===== config.mk =====
export PLATFORM = sky130hd
export DESIGN_NAME = node_address_decode
export DESIGN_NICKNAME = d
export VERILOG_FILES = /design/src/node_decode_pkg.sv /design/src/node_address_decode.sv /design/src/node_tick_gen.sv /design/src/node_counter.sv
export SDC_FILE = /design/constraint.sdc
export NUM_CORES = 1
export LEC_CHECK = 0
export BUFFER_PORTS_ARGS = -buffer_cell sky130_fd_sc_hd__buf_2
export CAP_MARGIN = 25
export CORE_MARGIN = 5
export CORE_UTILIZATION = 46
export DETAILED_ROUTE_END_ITERATION = 10
export PLACE_DENSITY_LB_ADDON = 0.1
export SYNTH_ARGS = -nofsm -noshare
export SYNTH_HDL_FRONTEND = slang
export SYNTH_HIERARCHICAL = 1
export SYNTH_SLANG_ARGS = --single-unit

===== constraint.sdc =====
create_clock -name i_clock -period 5.7 [get_ports i_clock]
set_input_delay 0.57 -clock i_clock [delete_from_list [all_inputs] [get_ports i_clock]]
set_output_delay 0.57 -clock i_clock [all_outputs]
set_load 0.005 [all_outputs]

===== src/node_decode_pkg.sv =====
// Package of constants for the node address decode block.
// Assumes a single 10 MHz clock and a plain register port.
package node_decode_pkg;

  // Top-nibble block codes of the 4 GB space
  localparam logic [3:0] BLK_FIFO = 4'h3;
  localparam logic [3:0] BLK_STATUS = 4'h4;
  localparam logic [3:0] BLK_CTRL_COUNTER = 4'h5;
  localparam logic [3:0] BLK_SERIAL = 4'h6;
  localparam logic [3:0] BLK_DRAM_NC = 4'hD;
  localparam logic [3:0] BLK_DRAM = 4'hE;
  localparam logic [3:0] BLK_TOP = 4'hF;

  // Address bit positions
  localparam int TOP_HALF_BIT = 27;  // Upper half of a block
  localparam int EPROM_AW = 16;      // 64 KB EPROM alias
  localparam int DRAM_AW_SMALL = 23; // 8 MB DRAM repeat
  localparam int DRAM_AW_LARGE = 25; // 32 MB DRAM repeat

  // Control register field positions
  localparam int CTL_BOOT_OFF = 0;
  localparam int CTL_REFRESH_DEFEAT = 1;
  localparam int CTL_FORCE_PARITY = 2;
  localparam int CTL_WRAP = 3;
  localparam int CTL_MASK_LO = 8;
  localparam int CTL_MASK_W = 4;
  localparam logic [15:0] CTL_RESET = 16'h0000;

  // Register offsets on the plain port (byte addresses)
  localparam logic [3:0] REG_CTRL = 4'h0;
  localparam logic [3:0] REG_STATUS = 4'h4;
  localparam logic [3:0] REG_COUNT_LO = 4'h8;
  localparam logic [3:0] REG_COUNT_HI = 4'hC;

  // Counter timing
  localparam int CLOCK_NS = 100;
  localparam int COUNT_TICK_NS = 100;
  localparam int COUNT_TICK_CYC =
    (COUNT_TICK_NS / CLOCK_NS) < 1 ? 1 : (COUNT_TICK_NS / CLOCK_NS);
  localparam int COUNT_W = 56;

  // Write wait states for parity generation
  localparam int WRITE_WAITS = 1;

  // Bus cycle states
  typedef enum logic [1:0] {BUS_IDLE, BUS_WAIT, BUS_DONE} bus_state_t;

endpackage : node_decode_pkg


===== src/node_address_decode.sv =====
// Address decode and local control of a processor node board.
// Assumes processor bus cycles synchronous to i_clock, one at a time,
// with the register port as a plain single-cycle master.
`timescale 1ns/1ps
`default_nettype none
// Operation
// - Sixteen 256 MB blocks by top nibble
// - At most one data bus driver
// - Reset clears all control bits
// - Boot bit zero maps EPROM high
// - EPROM aliases every 64 KB section
// - Boot bit set unmaps EPROM until reset
// - F0-F7 always on-board DRAM
// - Block E is cached DRAM
// - Block D is uncached DRAM
// - Cache allow decoded straight from address
// - DRAM repeats modulo 8 or 32 MB
// - Serial and local ports use whole blocks
// - FIFO write halves: data, end of message
// - FIFO reads pop alike in block
// - Refresh defeat suppresses refresh
// - Force parity blocks parity memory access
// - Wrap mode loops transmit into receive
// - Writes get one wait state
// - Interrupt sources gated by mask bits
// - Counter advances every 100 ns
module node_address_decode
(
  input wire logic i_clock,           // System clock
  input wire logic i_reset,           // Async reset, high
  input wire logic i_cpu_start,       // Bus cycle start strobe
  input wire logic i_cpu_write,       // Cycle is a write
  input wire logic [31:0] i_cpu_addr, // Bus address
  input wire logic i_dram_large,      // Larger DRAM parts fitted
  input wire logic [3:0] i_irq_src,   // Raw interrupt sources
  input wire logic i_refresh_req,     // Refresh timer request
  input wire logic i_tx_word_valid,   // Word leaving transmit FIFO
  input wire logic [3:0] i_reg_addr,  // Register port address
  input wire logic [31:0] i_reg_wdata,// Register write data
  input wire logic i_reg_write,       // Register write strobe
  input wire logic i_reg_read,        // Register read strobe
  output logic [31:0] o_reg_rdata,    // Register read data
  output logic o_ready,               // Bus cycle complete
  output logic o_sel_eprom,           // EPROM select
  output logic o_sel_dram,            // DRAM select
  output logic o_sel_fifo,            // Network FIFO select
  output logic o_sel_status,          // Status port select
  output logic o_sel_ctrl_counter,    // Control port/counter select
  output logic o_sel_serial,          // Serial port select
  output logic o_sel_none,            // Nothing selected
  output logic [15:0] o_eprom_addr,   // EPROM offset
  output logic [24:0] o_dram_addr,    // DRAM offset
  output logic o_cache_allow_n,       // Cache enable, low active
  output logic o_fifo_push,           // Transmit FIFO push
  output logic o_fifo_end_of_message, // Push flagged end of message
  output logic o_fifo_pop,            // Receive FIFO pop
  output logic o_refresh_go,          // Refresh cycle issue
  output logic o_parity_enable,       // Parity memory access allow
  output logic o_tx_to_net,           // Transmit word to network
  output logic o_tx_to_rx,            // Transmit word looped back
  output logic o_irq                  // Masked interrupt
);

  logic [15:0] ctrl_reg;     // Control register
  logic [3:0] blk;           // Top address nibble
  logic top_half;            // Upper half of block
  logic boot_mapped;         // EPROM currently mapped
  logic dec_eprom;           // Combinational selects
  logic dec_dram;
  logic dec_fifo;
  logic dec_status;
  logic dec_ctrl_counter;
  logic dec_serial;
  logic [31:0] cyc_addr_reg; // Address held for the cycle
  logic cyc_write_reg;       // Write held for the cycle
  logic [1:0] wait_reg;      // Wait states left
  node_decode_pkg::bus_state_t state_reg; // Bus cycle state
  logic tick;                // Counter tick
  logic [node_decode_pkg::COUNT_W-1:0] count; // Counter value
  logic [3:0] irq_mask;      // Mask bits from control

  // Counter tick and counter
  node_tick_gen u_tick
  (
    .i_clock (i_clock),
    .i_reset (i_reset),
    .o_tick (tick)
  );

  node_counter u_count
  (
    .i_clock (i_clock),
    .i_reset (i_reset),
    .i_tick (tick),
    .o_count (count)
  );

  // Control register, software written
  always_ff @(posedge i_clock or posedge i_reset)
  begin
    if (i_reset)
      ctrl_reg <= node_decode_pkg::CTL_RESET;
    else if (i_reg_write && i_reg_addr == node_decode_pkg::REG_CTRL)
    begin
      ctrl_reg <= i_reg_wdata[15:0];
      // Boot bit is sticky once set
      if (ctrl_reg[node_decode_pkg::CTL_BOOT_OFF])
        ctrl_reg[node_decode_pkg::CTL_BOOT_OFF] <= 1'b1;
    end
  end

  assign boot_mapped = ~ctrl_reg[node_decode_pkg::CTL_BOOT_OFF];
  assign irq_mask = ctrl_reg[node_decode_pkg::CTL_MASK_LO +:
                             node_decode_pkg::CTL_MASK_W];

  // Bus cycle: latch address, count write waits
  always_ff @(posedge i_clock or posedge i_reset)
  begin
    if (i_reset)
    begin
      state_reg <= node_decode_pkg::BUS_IDLE;
      cyc_addr_reg <= 32'h00000000;
      cyc_write_reg <= 1'b0;
      wait_reg <= 2'h0;
    end
    else
    begin
      unique case (state_reg)
        node_decode_pkg::BUS_IDLE:
        begin
          if (i_cpu_start)
          begin
            cyc_addr_reg <= i_cpu_addr;
            cyc_write_reg <= i_cpu_write;
            // Writes wait for parity generation
            if (i_cpu_write)
            begin
              wait_reg <= 2'(node_decode_pkg::WRITE_WAITS);
              state_reg <= node_decode_pkg::BUS_WAIT;
            end
            else
              state_reg <= node_decode_pkg::BUS_DONE;
          end
        end
        node_decode_pkg::BUS_WAIT:
        begin
          // Burn the wait states
          if (wait_reg == 2'h1)
            state_reg <= node_decode_pkg::BUS_DONE;
          wait_reg <= wait_reg - 2'h1;
        end
        node_decode_pkg::BUS_DONE:
          state_reg <= node_decode_pkg::BUS_IDLE;
      endcase
    end
  end

  assign blk = cyc_addr_reg[31:28];
  assign top_half = cyc_addr_reg[node_decode_pkg::TOP_HALF_BIT];

  // Block decode; each block yields at most one select
  always_comb
  begin
    dec_eprom = 1'b0;
    dec_dram = 1'b0;
    dec_fifo = 1'b0;
    dec_status = 1'b0;
    dec_ctrl_counter = 1'b0;
    dec_serial = 1'b0;
    if (state_reg != node_decode_pkg::BUS_IDLE)
    begin
      unique case (blk)
        node_decode_pkg::BLK_TOP:
        begin
          // Upper half goes to EPROM while boot mapped
          if (top_half && boot_mapped)
            dec_eprom = 1'b1;
          else
            dec_dram = 1'b1;
        end
        node_decode_pkg::BLK_DRAM: dec_dram = 1'b1;
        node_decode_pkg::BLK_DRAM_NC: dec_dram = 1'b1;
        node_decode_pkg::BLK_FIFO: dec_fifo = 1'b1;
        node_decode_pkg::BLK_STATUS: dec_status = 1'b1;
        node_decode_pkg::BLK_CTRL_COUNTER: dec_ctrl_counter = 1'b1;
        node_decode_pkg::BLK_SERIAL: dec_serial = 1'b1;
        default: ; // Unused blocks left free
      endcase
    end
  end

  // Selects and offsets
  assign o_sel_eprom = dec_eprom;
  assign o_sel_dram = dec_dram;
  assign o_sel_fifo = dec_fifo;
  assign o_sel_status = dec_status;
  assign o_sel_ctrl_counter = dec_ctrl_counter;
  assign o_sel_serial = dec_serial;
  assign o_sel_none = (state_reg != node_decode_pkg::BUS_IDLE) &&
    !(dec_eprom | dec_dram | dec_fifo | dec_status |
      dec_ctrl_counter | dec_serial);
  assign o_eprom_addr = cyc_addr_reg[node_decode_pkg::EPROM_AW-1:0];
  assign o_dram_addr = i_dram_large ?
    cyc_addr_reg[node_decode_pkg::DRAM_AW_LARGE-1:0] :
    {2'b00, cyc_addr_reg[node_decode_pkg::DRAM_AW_SMALL-1:0]};
  assign o_ready = (state_reg == node_decode_pkg::BUS_DONE);

  // Cache allow straight off the live address, not pipelined
  assign o_cache_allow_n = (i_cpu_addr[31:28] == node_decode_pkg::BLK_DRAM_NC)
    ? 1'b1 : 1'b0;

  // FIFO push and pop at cycle end
  assign o_fifo_push = dec_fifo && cyc_write_reg && o_ready;
  assign o_fifo_end_of_message = o_fifo_push && top_half;
  assign o_fifo_pop = dec_fifo && !cyc_write_reg && o_ready;

  // Diagnostic controls
  assign o_refresh_go = i_refresh_req &&
    !ctrl_reg[node_decode_pkg::CTL_REFRESH_DEFEAT];
  assign o_parity_enable = dec_dram &&
    !ctrl_reg[node_decode_pkg::CTL_FORCE_PARITY];
  assign o_tx_to_rx = i_tx_word_valid &&
    ctrl_reg[node_decode_pkg::CTL_WRAP];
  assign o_tx_to_net = i_tx_word_valid &&
    !ctrl_reg[node_decode_pkg::CTL_WRAP];

  // Masked interrupt, registered
  always_ff @(posedge i_clock or posedge i_reset)
  begin
    if (i_reset)
      o_irq <= 1'b0;
    else
      o_irq <= |(i_irq_src & irq_mask);
  end

  // Register read port, data one cycle after strobe
  always_ff @(posedge i_clock or posedge i_reset)
  begin
    if (i_reset)
      o_reg_rdata <= 32'h00000000;
    else if (i_reg_read)
    begin
      unique case (i_reg_addr)
        node_decode_pkg::REG_CTRL: o_reg_rdata <= {16'h0000, ctrl_reg};
        node_decode_pkg::REG_STATUS:
          o_reg_rdata <= {24'h000000, i_irq_src, 2'b00, state_reg};
        node_decode_pkg::REG_COUNT_LO: o_reg_rdata <= count[31:0];
        node_decode_pkg::REG_COUNT_HI:
          o_reg_rdata <= {8'h00, count[node_decode_pkg::COUNT_W-1:32]};
        default: o_reg_rdata <= 32'h00000000; // Unmapped reads zero
      endcase
    end
    else
      o_reg_rdata <= 32'h00000000;
  end

endmodule // node_address_decode
`default_nettype wire


===== src/node_tick_gen.sv =====
// Tick divider for the free-running node counter.
// Assumes one clock; emits a one-cycle enable every period.
`timescale 1ns/1ps
`default_nettype none
module node_tick_gen
(
  input wire logic i_clock,  // System clock
  input wire logic i_reset,  // Async reset, high
  output logic o_tick        // One-cycle tick
);

  logic [7:0] div_reg; // Cycle counter

  // Divide clock to the tick rate
  always_ff @(posedge i_clock or posedge i_reset)
  begin
    if (i_reset)
    begin
      div_reg <= 8'h00;
      o_tick <= 1'b0;
    end
    else if (div_reg == 8'(node_decode_pkg::COUNT_TICK_CYC - 1))
    begin
      div_reg <= 8'h00;
      o_tick <= 1'b1;
    end
    else
    begin
      div_reg <= div_reg + 8'h01;
      o_tick <= 1'b0;
    end
  end

endmodule // node_tick_gen
`default_nettype wire


===== src/node_counter.sv =====
// Free-running node timer, advanced by an enable tick.
// Assumes the tick is a one-cycle pulse on i_clock.
`timescale 1ns/1ps
`default_nettype none
module node_counter
(
  input wire logic i_clock,  // System clock
  input wire logic i_reset,  // Async reset, high
  input wire logic i_tick,   // Advance enable
  output logic [node_decode_pkg::COUNT_W-1:0] o_count // Count value
);

  // Count one per tick, wrap at full width
  always_ff @(posedge i_clock or posedge i_reset)
  begin
    if (i_reset)
      o_count <= '0;
    else if (i_tick)
      o_count <= o_count + {{(node_decode_pkg::COUNT_W-1){1'b0}}, 1'b1};
  end

endmodule // node_counter
`default_nettype wire


==> results of run 1 <==
## worst min-delay path by stage
stage                                         start                         endpoint  slack, ns  depth (start not counted)
floorplan                                   i_reset      u_tick/div_reg[0]$_DFF_PP0_       0.40                          1
global route                                i_reset      u_tick/div_reg[0]$_DFF_PP0_       0.17                          2
detailed placement      u_tick/div_reg[7]$_DFF_PP0_      u_tick/div_reg[7]$_DFF_PP0_       0.47                          1
CTS                                         i_reset      u_tick/div_reg[5]$_DFF_PP0_       0.14                          2
finish                                      i_reset      u_tick/div_reg[5]$_DFF_PP0_       0.15                          2
global placement    u_count/o_count[55]$_DFFE_PP0P_  u_count/o_count[55]$_DFFE_PP0P_       0.46                          1
## critical path: stages, from the launching register on
cell and delay, ns:
sky130_fd_sc_hd__dfrtp_1 0.38, sky130_fd_sc_hd__inv_1 0.09, sky130_fd_sc_hd__ha_1 0.29, sky130_fd_sc_hd__nor2b_1 0.24, sky130_fd_sc_hd__nand2_1 0.13, sky130_fd_sc_hd__nor3_1 0.18, sky130_fd_sc_hd__buf_2 0.15
## final cells by class
class	count	area (um2)	share of cell area, %
clock buffers	27	513	6.22
clock inverters	3	42.5	0.516
inverters	20	76.3	0.925
multi-input cells	391	2870	34.8
flip-flops and latches	149	3730	45.2
well taps	188	235	2.85
repair buffers	155	783	9.49
## layer usage
metal / GRT usage (%) / wire length, um / vias up
li1: - / - / 2286
met1: 23.2 / 6670 / 2323
met2: 28.4 / 7230 / 117
met3: 4.31 / 693 / 15
met4: 5.66 / 210 / 0
met5: 0 / 0 / -
## logic make-up (layout without fill, tap and decap cells)
logic type                 after synthesis  count (layout)
buffers and inverters                   77             205
xor gates and xnor gates                61              61
adders and majority gates                7               7
AOI/OAI and AO/OA                       28              28
and+or+nand+nor                        214             214
DFF                                    149             149
muxes                                   81              81
## where the power goes
| group | internal, uW | switching [uW] |
|---|---|---|
| Sequential | 1220 | 115 |
| Clock | 654 | 395 |
| Combinational | 348 | 272 |
| Total | 2220 | 782 |
## per-stage QoR
stage          power (uW)  area (um2)  instances  hold WS, ns  setup slack (ns)
6_report             3000        8250        933        0.150              3.26
5_1_grt              3170        8250        933        0.170              3.05
4_1_cts              3050        8250        933        0.144              3.24
3_5_place_dp         1990        7700        903        0.471              3.09
3_3_place_gp         1960        7700        903        0.461              3.15
2_1_floorplan        1890        7070        617        0.398              2.96
## cell usage in the layout, fill, tap and decap left out, types with 6 or more instances in the layout
master / count
sky130_fd_sc_hd__mux2_2: 39
sky130_fd_sc_hd__ha_1: 7
sky130_fd_sc_hd__or2_2: 12
sky130_fd_sc_hd__inv_1: 18
sky130_fd_sc_hd__nand2_1: 49
sky130_fd_sc_hd__nor3_1: 23
sky130_fd_sc_hd__mux2_4: 9
sky130_fd_sc_hd__xnor2_1: 23
sky130_fd_sc_hd__clkbuf_16: 17
sky130_fd_sc_hd__nand3_1: 18
sky130_fd_sc_hd__mux2i_1: 33
sky130_fd_sc_hd__and2_1: 12
sky130_fd_sc_hd__buf_2: 152
sky130_fd_sc_hd__nor2_1: 48
sky130_fd_sc_hd__a21oi_1: 13
sky130_fd_sc_hd__dfrtp_1: 149
sky130_fd_sc_hd__o22a_2: 6
sky130_fd_sc_hd__xor2_1: 38
sky130_fd_sc_hd__nand4_1: 14
sky130_fd_sc_hd__nor4_1: 6
==> out/summary.md, run 1 <==
Maximum fanout along the worst path: 7. The number of clock buffers added by TritonCTS is 17. The synthesized-area fraction occupied by adder cells works out to 1.24%. The CTS H-tree depth is 4. The critical path ends at o_parity_enable. The count of yosys warnings during synthesis was 6; the total standard cell area after synthesis was 7070 um2. The number of max-slew violations in the final report was 0.

Summing the areas of all and, or, nand and nor instances in the mapped netlist gives 16.4% of the synthesized area. At the pin with the least slew margin, the transition time is 0.730 ns. The net count of the finished layout is 822. The routed design could run at a clock period as short as 2.44 ns.

After synthesis, the mean cell area works out to 11.5 um2. The number of endpoints failing setup at the final stage was 0. Kind of launch point of the worst setup path: a flip-flop. Summing the areas of all compound-gate instances in the mapped netlist gives 2.60% of the synthesized area. The cell count after synthesis is 617, and the total of max-cap violations is 0.

The length in cells of the worst reg-to-reg path came out at 6. The region available for standard cell placement spans 15100 um2. Pin placement for this block handled 171 I/O pins.

Before antenna repair, the detailed router went through 4 iterations. The overall fraction of global-route tracks in use is 17.5%. The first global-routing pass estimated 25.2 mm of wire.

The routed layout has 4741 vias. After detailed routing, the total wire length is 14.8 mm. Cells fill 54.5% of the core in the end.

The maximum buffer depth of the clock tree came out at 2. The CTS root buffer is sky130_fd_sc_hd__clkbuf_16. In this run the remaining antenna-violating nets after routing total 0.

The port buffer count is 152, and the pin count of the biggest net entering global routing is 57. For this run, the leading register cell type out of synthesis is sky130_fd_sc_hd__dfrtp_1. TritonCTS built the clock tree. The die is 134 um tall. After synthesis, the most frequently instantiated cells are 149 x sky130_fd_sc_hd__dfrtp_1, 49 x sky130_fd_sc_hd__nand2_1, 48 x sky130_fd_sc_hd__nor2_1. Summed over all instances, the cell type with the most area after synthesis is sky130_fd_sc_hd__dfrtp_1.

The relative slew slack is 51.3%, and the number of synthesized register bits is 149. The area of the die was 18000 um2. The tools report the number of hold-slack violations in the final timing report as 0. IR analysis of the VDD net gives a maximum drop of 0.196 mV. Most frequently used cell type in the post-synthesis netlist: sky130_fd_sc_hd__dfrtp_1. The worst register-to-register path begins at u_count/o_count[0]$_DFFE_PP0P_. The top-area cell type share of the netlist area is 52.7%, and the first-iteration detailed-routing DRC count is 206. The sequential cell area fraction in the yosys report is 52.7%, and the ratio of total power to cell area is 364 nW/um2.

The run gives 1.87 ns as the data arrival time of the worst path. The worst setup skew after layout is 0.00639 ns, and the area added between synthesis and finish is 16.7%. Setup repair after global routing left no endpoint under its margin.

The run finished with clean final reports. The path type of the worst min-delay path was input pin to async pin. Detailed placement ended at an HPWL of 10.9 mm. Of the available clock period, the critical path in the final layout requires 42.8%. After routing, the total negative slack on setup checks comes to 0 ns.

After Yosys synthesis, XOR and XNOR cells account for 7.55% of the synthesized area. STA classifies the critical path endpoint as an output pin. The later pin in the worst-skew pair is clocked with a latency of 0.41 ns. The share of post-route cells with drive strength above 1 is 35.3%. The clock slew at the register clock pins of the worst setup and hold paths was 0.06 ns.

Sorting the synthesized cells by area gives the leading types as sky130_fd_sc_hd__dfrtp_1 53%, sky130_fd_sc_hd__mux2_2 6.2%, sky130_fd_sc_hd__xor2_1 4.7%. The worst setup path is of the flip-flop to output pin kind. Upper clock frequency limit: 0.410 GHz.

The number of antenna repair diodes is 0. The count of filler cells inserted in the layout is 1322, and the proportion of synthesized area in mux cells is 12.8%. The leakage power came out at 0.00415 uW. The clock net in this run drives a total of 149 sinks.

The tools report the row count as 45. In the routed design, unresolved DRC markers number 0. The via density per instance was 5.08; the fraction of synthesis flops using an asynchronous set or reset pin was 100%. Initial antenna violation count: 0. Dominant combinational cell family by area after synthesis: simple AND/OR/NAND/NOR gates. Number of enable-type register cells in the synthesized netlist: 0.

Endpoint of the worst register-to-register path: u_count/o_count[30]$_DFFE_PP0P_. After synthesis, the netlist uses 48 different library cells. For the number of gates resized after CTS, the log shows 0. The most critical setup path has its startpoint at state_reg[0]$_DFFE_PP0P_.

At the worst endpoint, the required time is 5.13 ns. At the end of routability-driven placement, the weighted congestion stood at 0.811. The total overflow left after global routing is 0. For flop-to-flop paths, the worst setup slack is 3.27 ns. The floorplan step set the die width to 134 um. The register with the most flip-flops in the layout has 56 of them.

Dividing the detail-routed wire length by the instance count gives 15.9 um. When the netlist entered floorplanning its net count stood at 705. Once the clock tree was built, the setup fixing pass inserted 0 buffers.

Via count of the first global-routing pass: 4959. Hold repair after CTS inserted 0 buffers. The run gives 46.7% as the effective utilization at floorplan.
Power figures use the tool's default switching activity.
==> run 2: changes to the inputs <==
- clock period: 5.7 -> 2 ns (I/O delays scaled with it)
==> run 2 against run 1 <==
Hold slack worse by 0.13 ns. Sequential power rose to 2.8 times the previous value. Final area up 7.4%. Sequential cell count unchanged. Non-clock buffer count up 51. Combinational power rose to 3.1 times the previous value. Register-to-register slack worse by 3.2 ns. Setup slack worse by 3.2 ns. Largest power group unchanged.
==> out/summary.md, run 2 (same netlist as run 1, synthesis figures left out) <==
The run finished with clean final reports. For the first-iteration detailed-routing DRC count, the log shows 160 (-22%). The vertical extent of the die is 134 um (unchanged). The critical path launch point was state_reg[1]$_DFFE_PP0P_. The via density per instance works out to 5.00 (-1.5%). Routed length per instance: 15.7 um (-1.3%). The smallest hold slack was 0.0178 ns (-0.132 ns). For the effective utilization at floorplan, the log shows 46.7% (unchanged).

The highest ir drop seen on vdd was 0.541 mV (+180%). Among all stages on the critical path, the largest delay is contributed by sky130_fd_sc_hd__dfrtp_1. The overall power after layout is 8890 uW (+200%). The run gives 0 (unchanged) as the number of hold-slack violations in the final timing report.

The path class of the tightest hold or removal check is input pin to flip-flop. The logs give 0 (unchanged) for the number of max-slew violations in the final report and 11.4 mm (+4.5%) for the detailed placer's ending HPWL. For the placeable core region, the log shows 15100 um2 (unchanged). Width of the die: 134 um (unchanged). met2 is the most crowded layer. The via count of the first global-routing pass is 5119 (+3.2%), and the overall fraction of global-route tracks in use is 17.9% (+0.37 points). For the number of endpoints failing setup at the final stage, the log shows 0 (unchanged).

The sort of element at the end of the critical path is an output pin. The pin count of the biggest net entering global routing came out at 32 (-44%). Critical path buffer and inverter count: 2 (unchanged). The share of post-route cells with drive strength above 1 was 38.2% (+2.9 points); the port buffer count was 152 (unchanged). In this run the critical register-to-register path is launched from u_count/o_count[1]$_DFFE_PP0P_. For the data arrival time of the worst path, the log shows 1.70 ns (-0.17 ns). The final cycle utilization of the critical path is 95.1%. For the DRC violations left, the log shows 0 (unchanged). Cell type with the highest occurrence count on the critical path: sky130_fd_sc_hd__and3_1.

The row count is 45 (unchanged), and the global-route wire length before repair is 25.7 mm (+1.8%). The number of optimization iterations in the first detailed-route pass is 5 (+1), and the TritonCTS buffer count is 17 (unchanged). The run gives 0.00531 ns (-0.00109 ns) as the worst setup skew after layout. The met2 demand-to-capacity share in global routing is 28.6% (+0.20 points). The tools report the area of the die as 18000 um2 (unchanged). The area added between synthesis and finish came out at 25.3%. Start-to-end type of the worst setup path: flip-flop to output pin. The antenna violation net count after detailed routing was 0 (unchanged). The slew at the pin closest to its max-slew limit works out to 0.676 ns (-0.0540 ns). TritonCTS built the clock tree. The commonest non-fill, non-tap cell in the layout was sky130_fd_sc_hd__buf_2. Traced cell by cell, the critical path runs through inv_1, ha_4, nor2_1, and3_1, and3_1, buf_2.

The tree is rooted in a sky130_fd_sc_hd__clkbuf_16. The logs give 23.7% (+0.45 points) for the met1 routing resource usage after global routing and 54.8% (+3.5 points) for the relative slew slack. In the layout the commonest cells are 152 x sky130_fd_sc_hd__buf_2, 149 x sky130_fd_sc_hd__dfrtp_1, 49 x sky130_fd_sc_hd__nand2_1.

The logs give 0.00446 uW (+7.5%) for the leakage power and 4 (unchanged) for the CTS H-tree depth. For the upper clock frequency limit, the log shows 0.526 GHz. Subtracting the final worst setup slack from the clock period gives 1.90 ns. The flip-flop count of the largest register, all copies and words added came out at 56 (unchanged). Maximum fanout along the worst path: 7 (unchanged).

Initial antenna violation count: 0 (unchanged). The net total in the final layout came out at 873 (+6.2%). The startpoint of the tightest hold check path is i_cpu_addr[10].

The required time at the worst-slack endpoint was 1.80 ns (-3.33 ns); the detailed-route via count was 4923 (+3.8%). The total wire length after detailed routing was 15.4 mm (+4.0%); the clock latency at the later pin of the worst-skew pair was 0.42 ns (about the same). For the placer's final routability congestion estimate, the log shows 0.811 (unchanged). The tools report the kind of launch point of the worst setup path as a flip-flop.

Setup repair after global routing could not meet its margin everywhere. The tools report the met3 capacity usage during global routing as 4.65% (+0.34 points). The maximum buffer depth of the clock tree is 2 (unchanged), and the total grt overflow is 0 (unchanged).

The kind of cell with the highest combined delay along the critical path is simple AND/OR/NAND/NOR gates. Ratio of total power to cell area: 1000 nW/um2 (+180%). The total of max-cap violations was 0 (unchanged). The count of filler cells inserted in the layout was 1304 (-1.4%).

The maximum cell stage delay along the critical path was 0.39 ns (about the same); the number of clock sinks seen by CTS was 149 (unchanged). The tools report the number of antenna repair diodes as 0 (unchanged). The clock slew at the register clock pins of the worst setup and hold paths is 0.06 ns (about the same), and the I/O pin count is 171 (unchanged).
[run 2: cell types whose count changed in the layout (fill, tap and decap cells not counted), sizes merged]
cell         delta
clkinv          +4
clkbuf          -7
buf            +27
bufinv          +2
dlygate4sd3    +24
clkinvlp        +1
[run 2: through the flow]
stage          setup WS (ns)  area [um2]  cells  utilization [%]  setup TNS, ns
3_3_place_gp           0.151        7930    929             52.4              0
6_report              0.0980        8860    984             58.5              0
4_1_cts               0.0227        8760    983             57.9              0
5_1_grt              -0.0544        8860    984             58.5         -0.130
2_1_floorplan          0.227        7080    617                -              0
3_5_place_dp           0.103        7930    929             52.4              0
[run 2: routing by layer]
layer / wire length [um] / share of wire, %
met5: 0 / 0
met4: 361 / 2.3
met3: 717 / 4.7
met2: 7310 / 47
met1: 7010 / 46
[run 2: layout make-up]
type                       instances  area (um2)  area share, %
clock buffer                      20         457           5.16
inverter                          20        78.8          0.890
multi-input combinational        391        2960           33.4
tap                              188         235           2.66
timing repair buffer             206        1270           14.3
clock inverter                    10         131           1.48
sequential                       149        3730           42.1
[run 2: power breakdown]
group | total, uW | internal (uW) | switching [uW]
Sequential | 3790 | 3470 | 323
Combinational | 1910 | 1090 | 818
Clock | 3190 | 2000 | 1190
Total | 8890 | 6560 | 2330
[run 2: final timing paths]
path                                              endpoint  slack (ns)  depth (start not counted)
hold / removal                cyc_addr_reg[10]$_DFFE_PP0P_        0.02                          2
min in group asynchronous      u_tick/div_reg[5]$_DFF_PP0_        0.33                          3
setup / recovery                               o_fifo_push         0.1                          6
max in group asynchronous        o_reg_rdata[19]$_DFF_PP0_        0.99                          4
hold reg to reg            u_count/o_count[55]$_DFFE_PP0P_        0.48                          1
setup reg to reg           u_count/o_count[42]$_DFFE_PP0P_        0.11                          7
[run 2: what timing repair did]
item | CTS | global route
endpoints found under the setup margin | 4 | 10
gates cloned | 0 | 0
resized for setup | 2 | 14
pin swaps | 0 | 1
hold buffers | 24 | 0
buffers inserted | 0 | 1
endpoints found under the hold margin | 77 | 0
